==> config.mk <==
export PLATFORM = sky130hd
export DESIGN_NAME = cpf_pin_function_select
export DESIGN_NICKNAME = d
export VERILOG_FILES = /design/src/rtl/cpf_pin_function_select.v /design/src/rtl/cpf_pin_map.v /design/src/rtl/cpf_power_good.v
export VERILOG_INCLUDE_DIRS = /design/src /design/src/inc
export SDC_FILE = /design/constraint.sdc
export NUM_CORES = 1
export LEC_CHECK = 0
export ABC_AREA = 0
export ABC_CLOCK_PERIOD_IN_PS = 1500
export BUFFER_PORTS_ARGS = -buffer_cell sky130_fd_sc_hd__buf_2
export CAP_MARGIN = 20
export CORE_MARGIN = 2
export CORE_UTILIZATION = 30
export CTS_CLUSTER_DIAMETER = 60
export CTS_CLUSTER_SIZE = 10
export DETAILED_ROUTE_END_ITERATION = 7
export GPL_TIMING_DRIVEN = 0
export SKIP_CTS_REPAIR_TIMING = 1
export SLEW_MARGIN = 40
export SYNTH_ARGS = -nofsm -noshare
export SYNTH_HDL_FRONTEND = slang
export SYNTH_SLANG_ARGS = --single-unit
==> constraint.sdc <==
create_clock -name i_clock -period 1.5 [get_ports i_clock]
set_input_delay 0.3 -clock i_clock [delete_from_list [all_inputs] [get_ports i_clock]]
set_output_delay 0.3 -clock i_clock [all_outputs]
set_load 0.02 [all_outputs]
==> src/inc/cpf_defines.vh <==
/*
 * Constants for the charger control pin function select block.
 * Assumes inclusion by bare name from the rtl files.
 */
`ifndef CPF_DEFINES_VH
`define CPF_DEFINES_VH
`define CPF_MODE_REG_ADDR 8'h11
`define CPF_MODE_REG_RESET 8'h00
`define CPF_OPT_CODE_RESET 4'h5
`define CPF_POL_RESET 1'b0
`define CPF_MODE_LDO 2'h0
`define CPF_MODE_BATT 2'h1
`define CPF_MODE_WEAK 2'h2
`define CPF_MODE_MIXED 2'h3
`define CPF_FN_NONE 3'h0
`define CPF_FN_LIMIT 3'h1
`define CPF_FN_HIGH_LIMIT 3'h2
`define CPF_FN_CHARGE 3'h3
`define CPF_FN_RECHARGE 3'h4
`define CPF_FN_FAST_HALF 3'h5
`define CPF_FN_LDO 3'h6
`define CPF_FN_QUIESCENT 3'h7
`define CPF_ILIM_100 2'h0
`define CPF_ILIM_500 2'h1
`define CPF_ILIM_1500 2'h2
`endif

==> src/rtl/cpf_pin_function_select.v <==
/*
 * Top of the charger control pin function select block.
 * Assumes a byte-wide register port from the serial register interface,
 * pins synchronous to i_clock and analog status as plain levels.
 */
`include "cpf_defines.vh"
module cpf_pin_function_select #(
    parameter [3:0] OPT_CODE = `CPF_OPT_CODE_RESET
) (
    input wire i_clock,
    input wire i_resetn,
    input wire [7:0] i_reg_addr,
    input wire i_reg_write,
    input wire [7:0] i_reg_wdata,
    output reg [7:0] o_reg_rdata,
    input wire [3:0] i_option_code,
    input wire i_option_load,
    input wire i_pin_one_polarity,
    input wire i_control_pin_one,
    input wire i_control_pin_two,
    input wire i_control_pin_three,
    input wire i_interrupt_n,
    output reg o_control_pin_three,
    output reg o_control_pin_three_oe_n,
    input wire i_ldo_active,
    input wire i_sys_voltage_ok,
    input wire i_battery_node_ok,
    input wire i_battery_above_weak,
    input wire i_input_zero,
    input wire i_battery_monitor_enable,
    input wire i_charge_enable_reg,
    output reg o_system_power_good_flag,
    output reg o_iso_fet_disable,
    output reg [1:0] o_input_limit,
    output reg o_charge_enable,
    output reg o_recharge_disable,
    output reg o_fast_charge_half,
    output reg o_ldo_disable,
    output reg o_low_quiescent_mode,
    output reg o_code_reserved
);
    // ==========================================
    // Configuration state.
    reg [7:0] power_good_mode_select;
    reg [3:0] option_code;
    reg pin_one_polarity;
    wire [2:0] fn_one;
    wire [2:0] fn_two;
    wire [2:0] fn_three;
    wire irq_on_three;
    wire reserved;
    wire flag;
    wire iso_off;
    wire pin_one;
    reg [2:0] fn [0:2];
    reg [2:0] lvl;
    reg next_charge;
    reg next_limit_low;
    reg next_high_limit;
    reg next_recharge;
    reg next_half;
    reg next_ldo;
    reg next_quiescent;
    reg has_charge_pin;
    integer k;

    always @(posedge i_clock)
    begin
        if (!i_resetn)
        begin
            power_good_mode_select <= `CPF_MODE_REG_RESET;
            option_code <= `CPF_OPT_CODE_RESET;
            pin_one_polarity <= `CPF_POL_RESET;
        end
        else
        begin
            if (i_reg_write && i_reg_addr == `CPF_MODE_REG_ADDR)
                power_good_mode_select <= i_reg_wdata;
            if (i_option_load)
            begin
                option_code <= i_option_code;
                pin_one_polarity <= i_pin_one_polarity;
            end
        end
    end

    // ==========================================
    // Pin decode.
    assign pin_one = i_control_pin_one ^ pin_one_polarity;

    cpf_pin_map u_map (
        .i_code(option_code),
        .o_fn_one(fn_one),
        .o_fn_two(fn_two),
        .o_fn_three(fn_three),
        .o_irq_on_three(irq_on_three),
        .o_reserved(reserved)
    );

    always @*
    begin
        fn[0] = fn_one;
        fn[1] = fn_two;
        fn[2] = irq_on_three ? `CPF_FN_NONE : fn_three;
        lvl = {i_control_pin_three, i_control_pin_two, pin_one};
        next_charge = i_charge_enable_reg;
        has_charge_pin = 1'b0;
        next_limit_low = 1'b1;
        next_high_limit = 1'b0;
        next_recharge = 1'b0;
        next_half = 1'b0;
        next_ldo = 1'b0;
        next_quiescent = 1'b0;
        for (k = 0; k < 3; k = k + 1)
        begin
            case (fn[k])
                `CPF_FN_LIMIT: next_limit_low = !lvl[k];
                `CPF_FN_HIGH_LIMIT: next_high_limit = next_high_limit | lvl[k];
                `CPF_FN_CHARGE:
                begin
                    has_charge_pin = 1'b1;
                    next_charge = lvl[k];
                end
                `CPF_FN_RECHARGE: next_recharge = lvl[k];
                `CPF_FN_FAST_HALF: next_half = lvl[k];
                `CPF_FN_LDO: next_ldo = lvl[k];
                `CPF_FN_QUIESCENT: next_quiescent = lvl[k];
                default: ;
            endcase
        end
    end

    cpf_power_good u_pg (
        .i_mode(power_good_mode_select[1:0]),
        .i_ldo_active(i_ldo_active),
        .i_sys_voltage_ok(i_sys_voltage_ok),
        .i_battery_node_ok(i_battery_node_ok),
        .i_battery_above_weak(i_battery_above_weak),
        .i_input_zero(i_input_zero),
        .i_battery_monitor_enable(i_battery_monitor_enable),
        .i_charge_enabled(o_charge_enable),
        .o_flag(flag),
        .o_iso_fet_disable(iso_off)
    );

    // ==========================================
    // Registered outputs.
    always @(posedge i_clock)
    begin
        if (!i_resetn)
        begin
            o_reg_rdata <= 8'h00;
            o_control_pin_three <= 1'b1;
            o_control_pin_three_oe_n <= 1'b1;
            o_system_power_good_flag <= 1'b0;
            o_iso_fet_disable <= 1'b0;
            o_input_limit <= `CPF_ILIM_100;
            o_charge_enable <= 1'b0;
            o_recharge_disable <= 1'b0;
            o_fast_charge_half <= 1'b0;
            o_ldo_disable <= 1'b0;
            o_low_quiescent_mode <= 1'b0;
            o_code_reserved <= 1'b0;
        end
        else
        begin
            o_reg_rdata <= (i_reg_addr == `CPF_MODE_REG_ADDR) ? power_good_mode_select : 8'h00;
            o_control_pin_three <= i_interrupt_n;
            o_control_pin_three_oe_n <= !irq_on_three;
            o_system_power_good_flag <= flag;
            o_iso_fet_disable <= iso_off;
            if (next_high_limit)
                o_input_limit <= `CPF_ILIM_1500;
            else if (next_limit_low)
                o_input_limit <= `CPF_ILIM_100;
            else
                o_input_limit <= `CPF_ILIM_500;
            o_charge_enable <= has_charge_pin ? next_charge : i_charge_enable_reg;
            o_recharge_disable <= next_recharge;
            o_fast_charge_half <= next_half;
            o_ldo_disable <= next_ldo;
            o_low_quiescent_mode <= next_quiescent;
            o_code_reserved <= reserved;
        end
    end
endmodule // cpf_pin_function_select

==> src/rtl/cpf_pin_map.v <==
/*
 * Option code to pin function table.
 * Assumes a four bit option code; output is combinational.
 */
`include "cpf_defines.vh"
module cpf_pin_map (
    input wire [3:0] i_code,
    output reg [2:0] o_fn_one,
    output reg [2:0] o_fn_two,
    output reg [2:0] o_fn_three,
    output reg o_irq_on_three,
    output reg o_reserved
);
    // ==========================================
    // Table lookup.
    always @*
    begin
        o_fn_one = `CPF_FN_LIMIT;
        o_fn_two = `CPF_FN_HIGH_LIMIT;
        o_fn_three = `CPF_FN_NONE;
        o_irq_on_three = i_code[3];
        o_reserved = 1'b0;
        case (i_code)
            4'h0:
            begin
                o_fn_two = `CPF_FN_QUIESCENT;
                o_fn_three = `CPF_FN_CHARGE;
            end
            4'h2: o_fn_three = `CPF_FN_QUIESCENT;
            4'h3: o_fn_three = `CPF_FN_FAST_HALF;
            4'h4: o_fn_three = `CPF_FN_LDO;
            4'h5: o_fn_three = `CPF_FN_CHARGE;
            4'h6:
            begin
                o_fn_two = `CPF_FN_RECHARGE;
                o_fn_three = `CPF_FN_CHARGE;
            end
            4'h7:
            begin
                o_fn_one = `CPF_FN_CHARGE;
                o_fn_two = `CPF_FN_QUIESCENT;
                o_fn_three = `CPF_FN_RECHARGE;
            end
            4'h8: o_fn_two = `CPF_FN_HIGH_LIMIT;
            4'h9: o_fn_two = `CPF_FN_CHARGE;
            4'hA: o_fn_two = `CPF_FN_QUIESCENT;
            4'hB: o_fn_two = `CPF_FN_RECHARGE;
            4'hC: o_fn_two = `CPF_FN_FAST_HALF;
            4'hD: o_fn_two = `CPF_FN_LDO;
            4'hE:
            begin
                o_fn_one = `CPF_FN_HIGH_LIMIT;
                o_fn_two = `CPF_FN_CHARGE;
            end
            4'hF:
            begin
                o_fn_one = `CPF_FN_QUIESCENT;
                o_fn_two = `CPF_FN_CHARGE;
            end
            default:
            begin
                o_fn_one = `CPF_FN_NONE;
                o_fn_two = `CPF_FN_NONE;
                o_fn_three = `CPF_FN_NONE;
                o_reserved = 1'b1;
            end
        endcase
    end
endmodule // cpf_pin_map

==> src/rtl/cpf_power_good.v <==
/*
 * Power good flag decoder for the four flag modes.
 * Assumes analog status levels synchronous to the clock.
 */
`include "cpf_defines.vh"
module cpf_power_good (
    input wire [1:0] i_mode,
    input wire i_ldo_active,
    input wire i_sys_voltage_ok,
    input wire i_battery_node_ok,
    input wire i_battery_above_weak,
    input wire i_input_zero,
    input wire i_battery_monitor_enable,
    input wire i_charge_enabled,
    output reg o_flag,
    output reg o_iso_fet_disable
);
    // ==========================================
    // Mode decode.
    always @*
    begin
        o_flag = 1'b0;
        o_iso_fet_disable = 1'b0;
        case (i_mode)
            `CPF_MODE_LDO: o_flag = i_ldo_active && i_sys_voltage_ok;
            `CPF_MODE_BATT: o_flag = i_battery_node_ok;
            `CPF_MODE_WEAK:
            begin
                if (i_input_zero && i_battery_monitor_enable)
                begin
                    o_flag = 1'b1;
                    o_iso_fet_disable = !i_battery_above_weak;
                end
            end
            `CPF_MODE_MIXED:
                o_flag = i_charge_enabled ? i_battery_above_weak : i_ldo_active;
            default: o_flag = 1'b0;
        endcase
    end
endmodule // cpf_power_good

== Yosys cells after proc, flatten, opt, wreduce, memory -nomap -nowiden ==
Index checks and enable logic that the tools add are counted.
Operators by class
  muxes and demuxes: 35
  bitwise logic cells: 4
  equality and inequality tests: 39
  reductions and logical operators: 20
Operators by type and width (count)
  $eq 3x3->1 const B: 12
  $eq 4x4->1 const B: 8
  $mux 1: 29
  $eq 3x2->1 const B: 6
  $pmux 3 s6: 1
  $eq 4x3->1 const B: 4
  $pmux 3 s5: 1
  $reduce_or 15->1: 1
  $pmux 3 s4: 1
  $reduce_or 12->1: 1
  $eq 3x1->1 const B: 3
  $reduce_or 3->1: 3
  $eq 4x2->1 const B: 2
  $eq 8x5->1 const B: 1
  $logic_not 1->1: 5
  $reduce_or 5->1: 1
  $eq 2x2->1 const B: 2
  $logic_not 4->1: 1
  $pmux 1 s4: 1
  $reduce_or 2->1: 2
  $logic_and 1x1->1: 3
  $mux 3: 1
  $reduce_and 3->1: 1
  $eq 2x1->1 const B: 1
  other kinds (6): 7
Word-level totals
  word-level logic and storage cells: 114
  register bits: 33

== Logic depth before layout (Yosys ltp) ==
  word-level depth: 10
  gate-level depth with buffers: 5

== Hierarchy ==
From an unflattened synthesis, not the netlist that was laid out.
Second synthesis, totals
  cells, all modules: 185
  area total of the unflattened synthesis: 1636.6 um2
Modules (own cells, without submodules)
  cpf_pin_function_select: area an instance 1356.3 um2, cells each 144, times used 1, seq. area each 660.6 um2
  cpf_pin_map: area an instance 224.0 um2, cells each 35, times used 1, seq. area each 0.0 um2
  cpf_power_good: area an instance 56.3 um2, cells each 6, times used 1, seq. area each 0.0 um2

== Worst setup path after synthesis ==
No wires, ideal clock.
  path type: reg2reg
  start: register option_code[1]
  end: register o_charge_enable
  clock period less this slack: 1.209 ns
  required time: 1.378 ns
  cell stages (with the launch flop): 6
  slack: 0.291 ns
  library setup time: 0.122 ns
  arrival time: 1.087 ns
  path through: dfxtp_1 -> buf_6 -> and3_4 -> mux2_1 -> mux2i_1 -> a21oi_1
Between the ends
  cells in the longest elaborated chain, start to end: 8
  elaborated cells on any way between the ends: 35
Ends and longest elaborated chain
  start, declared: line cpf_pin_function_select.v:45  | reg [3:0] option_code;
  start signal, assigned: line cpf_pin_function_select.v:72  | option_code <= `CPF_OPT_CODE_RESET;
  start signal, assigned: line cpf_pin_function_select.v:81  | option_code <= i_option_code;
  $eq 4x2->1, or another cell as far along: line cpf_pin_map.v:23  | case (i_code)
  $reduce_or 12->1 (no line)
  $pmux 3 s4: line cpf_pin_map.v:23
  $eq 3x2->1: line cpf_pin_function_select.v:116  | case (fn[k])
  $mux 1 (3 in a row): line cpf_pin_function_select.v:116
  $mux 1 *: line cpf_pin_function_select.v:178  | o_charge_enable <= has_charge_pin ? next_charge : i_charge_enable_reg;
  end signal, assigned: line cpf_pin_function_select.v:178
  end, declared: line cpf_pin_function_select.v:35  | output reg o_charge_enable,
Every way passes the cells marked *; elsewhere a longest branch is shown, timed or not.
A chain may end at the register's enable or synchronous reset.

== Worst setup path after layout ==
Same ends and word-level chain as after synthesis.

==> impl_metrics.sql <==
INSERT INTO impl_metrics (metric_group, metric, value, unit) VALUES
('place', 'gpl_congestion', '0.729', ''),
('critical_path', 'worst_setup_path_category', 'reg2reg', ''),
('sta', 'tightest_slew', '0.424', 'ns'),
('pwr', 'power.density_cell_area', '1150', 'nW/um^2'),
('cells_and_area', 'end_of_flow_core_utilization', '42.1', '%'),
('logic_synthesis', 'synthTopCellsByArea', 'dfxtp_1, mux2i_1, nor2_1, and2_1, nand2_1', ''),
('logic_synthesis', 'synth.net_count', '174', ''),
('floorplan', 'floorplan.initialDensity', '31.4', '%'),
('floorplan', 'rows', '24', ''),
('drt', 'number_of_vias_after_detailed_routing', '1167', ''),
('logic_synthesis', 'synth_flop_cell', 'dfxtp_1', ''),
('logic_synthesis', 'syn_area_per_cell', '9.89', 'sq um'),
('sta', 'setup_viol', '0', ''),
('global_routing', 'grt_pass1_vias', '1079', ''),
('cells_and_area', 'syn2layout_area_growth', '34.4', '%'),
('logic_synthesis', 'synthesis.area', '1370', 'sq um'),
('critical_path', 'timing.critical_path.from', 'option_code[1]', ''),
('logic_synthesis', 'synthArstFlopShare', '0', '%'),
('critical_path', 'crit_path_max_fanout', '10', ''),
('clocking', 'cts.path.max_buffers', '2', ''),
('place', 'place_hpwl', '2290', 'um'),
('hold_path', 'timing.hold.worst.class', 'in2reg', ''),
('sta', 'timing.clock.skew', '0.00412', 'ns'),
('sta', 'number_of_hold_violations_in_the_final_report', '0', ''),
('job', 'maxCapViolCount', '0', ''),
('logic_synthesis', 'synth.most_common_cell', 'dfxtp_1', ''),
('pwr', 'ir_worst_vdd', '333', 'uV'),
('place', 'post-place-cells', '244', ''),
('sta', 'achievable-frequency', '734', 'MHz'),
('drt', 'post_detailed_routing_wire_length', '2990', 'um'),
('drt', 'first_iter_violations', '33', ''),
('clocking', 'tritoncts_clock_tree', 'yes', ''),
('critical_path', 'worstPathArrival', '1.53', 'ns'),
('global_routing', 'grt_overflow_total', '0', ''),
('sta', 'final.period_utilization', '90.8', '%'),
('global_routing', 'grt_pass1_wl', '4970', 'um'),
('logic_synthesis', 'synth.ff_latch_count', '33', ''),
('cells_and_area', 'antenna_cells', '0', ''),
('floorplan', 'floorplan.core_area', '4350', 'sq um'),
('clocking', 'path_clk_slew', '0.07', 'ns'),
('global_routing', 'grt_use_total', '12.9', '%'),
('drt', 'postRouteAntennaNets', '0', ''),
('floorplan', 'die_x', '71.5', 'um'),
('logic_synthesis', 'netlist_instances', '138', ''),
('logic_synthesis', 'seq_area_frac_synth', '48.4', '%'),
('sta', 'setup-tns-final', '0', 'ns'),
('logic_synthesis', 'yosys.area.top_type_share', '48.4', '%'),
('sta', 'relSlewSlack', '71.7', '%'),
('pwr', 'power.total', '2.11', 'mW'),
('drt', 'drt_pre_antenna_iters', '4', ''),
('cells_and_area', 'fin_nets', '235', ''),
('drt', 'post-route-drc-count', '0', ''),
('clocking', 'htree_levels', '2', ''),
('drt', 'routed_wire_length_per_instance', '11.9', 'um'),
('critical_path', 'setup.worst_path.start_class', 'flip-flop', ''),
('clocking', 'clkLatencyLatePin', '0.28', 'ns'),
('global_routing', 'largest_net_degree_at_the_start_of_global_routing', '12', ''),
('cells_and_area', 'final_instance_count_excl_fillers', '252', ''),
('logic_synthesis', 'yosys_warnings', '0', ''),
('critical_path', 'r2r-start', 'option_code[1]', ''),
('hold_path', 'timing.hold.worst.start', 'i_battery_above_weak', ''),
('status', 'outcome', 'complete, no violations', ''),
('floorplan', 'floorplan.die_area', '5110', 'sq um'),
('pwr', 'total_leakage_power', '0.889', 'nW'),
('cells_and_area', 'fillers', '432', ''),
('clocking', 'cts_inserted_buffers', '5', ''),
('sta', 'maxSlewViolCount', '0', ''),
('cells_and_area', 'final_layout_size_suffix_gt1_share', '36.5', '%'),
('logic_synthesis', 'synthDominantAreaCellType', 'dfxtp_1', ''),
('global_routing', 'grt_antenna_before_repair', '0', ''),
('sta', 'setup_repair_after_global_routing_missed_its_margin', 'false', ''),
('clocking', 'cts.root.buffer_cell', 'clkbuf_8', ''),
('logic_synthesis', 'synth-edff-count', '0', ''),
('clocking', 'cts_sink_cnt', '33', ''),
('critical_path', 'worstPathRequired', '1.67', 'ns'),
('sta', 'post-route-min-period', '1.36', 'ns'),
('logic_synthesis', 'synth.cells.most_frequent', 'dfxtp_1, nor2_1, mux2i_1', ''),
('floorplan', 'chipHeight', '71.5', 'um'),
('floorplan', 'ios', '56', ''),
('critical_path', 'crit_path_end_kind', 'flip-flop', ''),
('drt', 'via_count_normalized_by_instance_count', '4.63', ''),
('place', 'placement.io_buffers', '54', ''),
('logic_synthesis', 'synth_cell_types', '36', '');
==> flip-flops by register name (all words and copies together) (netlist names), 2 cells and up <==
register,cells
o_reg_rdata,8
power_good_mode_select,8
option_code,4
o_input_limit,2
==> worst paths after layout <==
path                                     endpoint  slack (ns)  cells past startpoint
worst max-delay path              o_charge_enable        0.14                      5
worst min-delay path            o_iso_fet_disable        0.19                      2
worst max register to register    o_charge_enable        0.14                      5
worst min register to register     o_reg_rdata[3]        0.46                      1
==> layer usage <==
layer,up-vias,share of wire [%],track usage [%],routed length [um]
met5,-,0,0,0
met4,0,1.3,4.61,40
met3,6,8.4,6.05,252
met2,46,48,21.5,1420
met1,521,42,14.5,1270
li1,594,-,-,-
==> power by group <==
group          total (mW)  switching (mW)  internal, mW  leakage [nW]
sequential          0.908         0.00935         0.899         0.268
clock               0.981           0.321         0.660        0.0681
combinational       0.220           0.120         0.100         0.553
total                2.11           0.450          1.66         0.889
==> cell families after synthesis <==
group / Yosys count / synth area share [%]
AO/OA/AOI/OAI: 19 / 8.80
flip-flops: 33 / 48.4
XOR/XNOR: 2 / 1.28
AND/OR/NAND/NOR: 60 / 26.5
buffers and inverters: 8 / 3.21
multiplexers: 16 / 11.8
==> stage by stage <==
stage | setup slack (ns) | area [sq um] | hold slack (ns)
floorplan | 0.291 | 1370 | 0.373
global placement | 0.156 | 1700 | 0.435
detailed placement | 0.123 | 1700 | 0.445
CTS | 0.130 | 1830 | 0.177
global route | 0.0614 | 1830 | 0.172
finish | 0.138 | 1830 | 0.190
==> critical path, stage by stage (launching register included) <==
cell and delay [ns]:
dfxtp_1 0.32, buf_6 0.13, and3_4 0.19, mux2_1 0.32, mux2i_1 0.18, a21oi_1 0.09
==> cell usage in the layout, fill, tap and decap left out, drive strengths merged <==
cell type,n
buf,58
dfxtp,33
nor2,17
mux2i,15
nand2,13
and2,10
o21ai,8
clkbuf,8
nand3,5
a21oi,5
nor2b,4
nand2b,2
nor4b,2
bufinv,2
a22oi,2
and3,2
inv,1
a211oi,1
nor4,1
xor2,1
and2b,1
o2111ai,1
xnor2,1
mux2,1
nor3b,1
or3b,1
nand4b,1
a32oi,1
a31oi,1
clkinv,1
==> final cells by class <==
| class | count | area [sq um] | area share, % |
|---|---|---|---|
| Tap cell | 52 | 65.1 | 3.55 |
| Inverter | 1 | 3.75 | 0.205 |
| Multi-Input combinational cell | 97 | 661 | 36.0 |
| Buffer | 7 | 40.0 | 2.18 |
| Clock buffer | 5 | 68.8 | 3.75 |
| Sequential cell | 33 | 661 | 36.0 |
| Timing Repair Buffer | 54 | 270 | 14.7 |
| Clock inverter | 3 | 65.1 | 3.55 |
No activity file was read; power rests on OpenSTA's default activity.
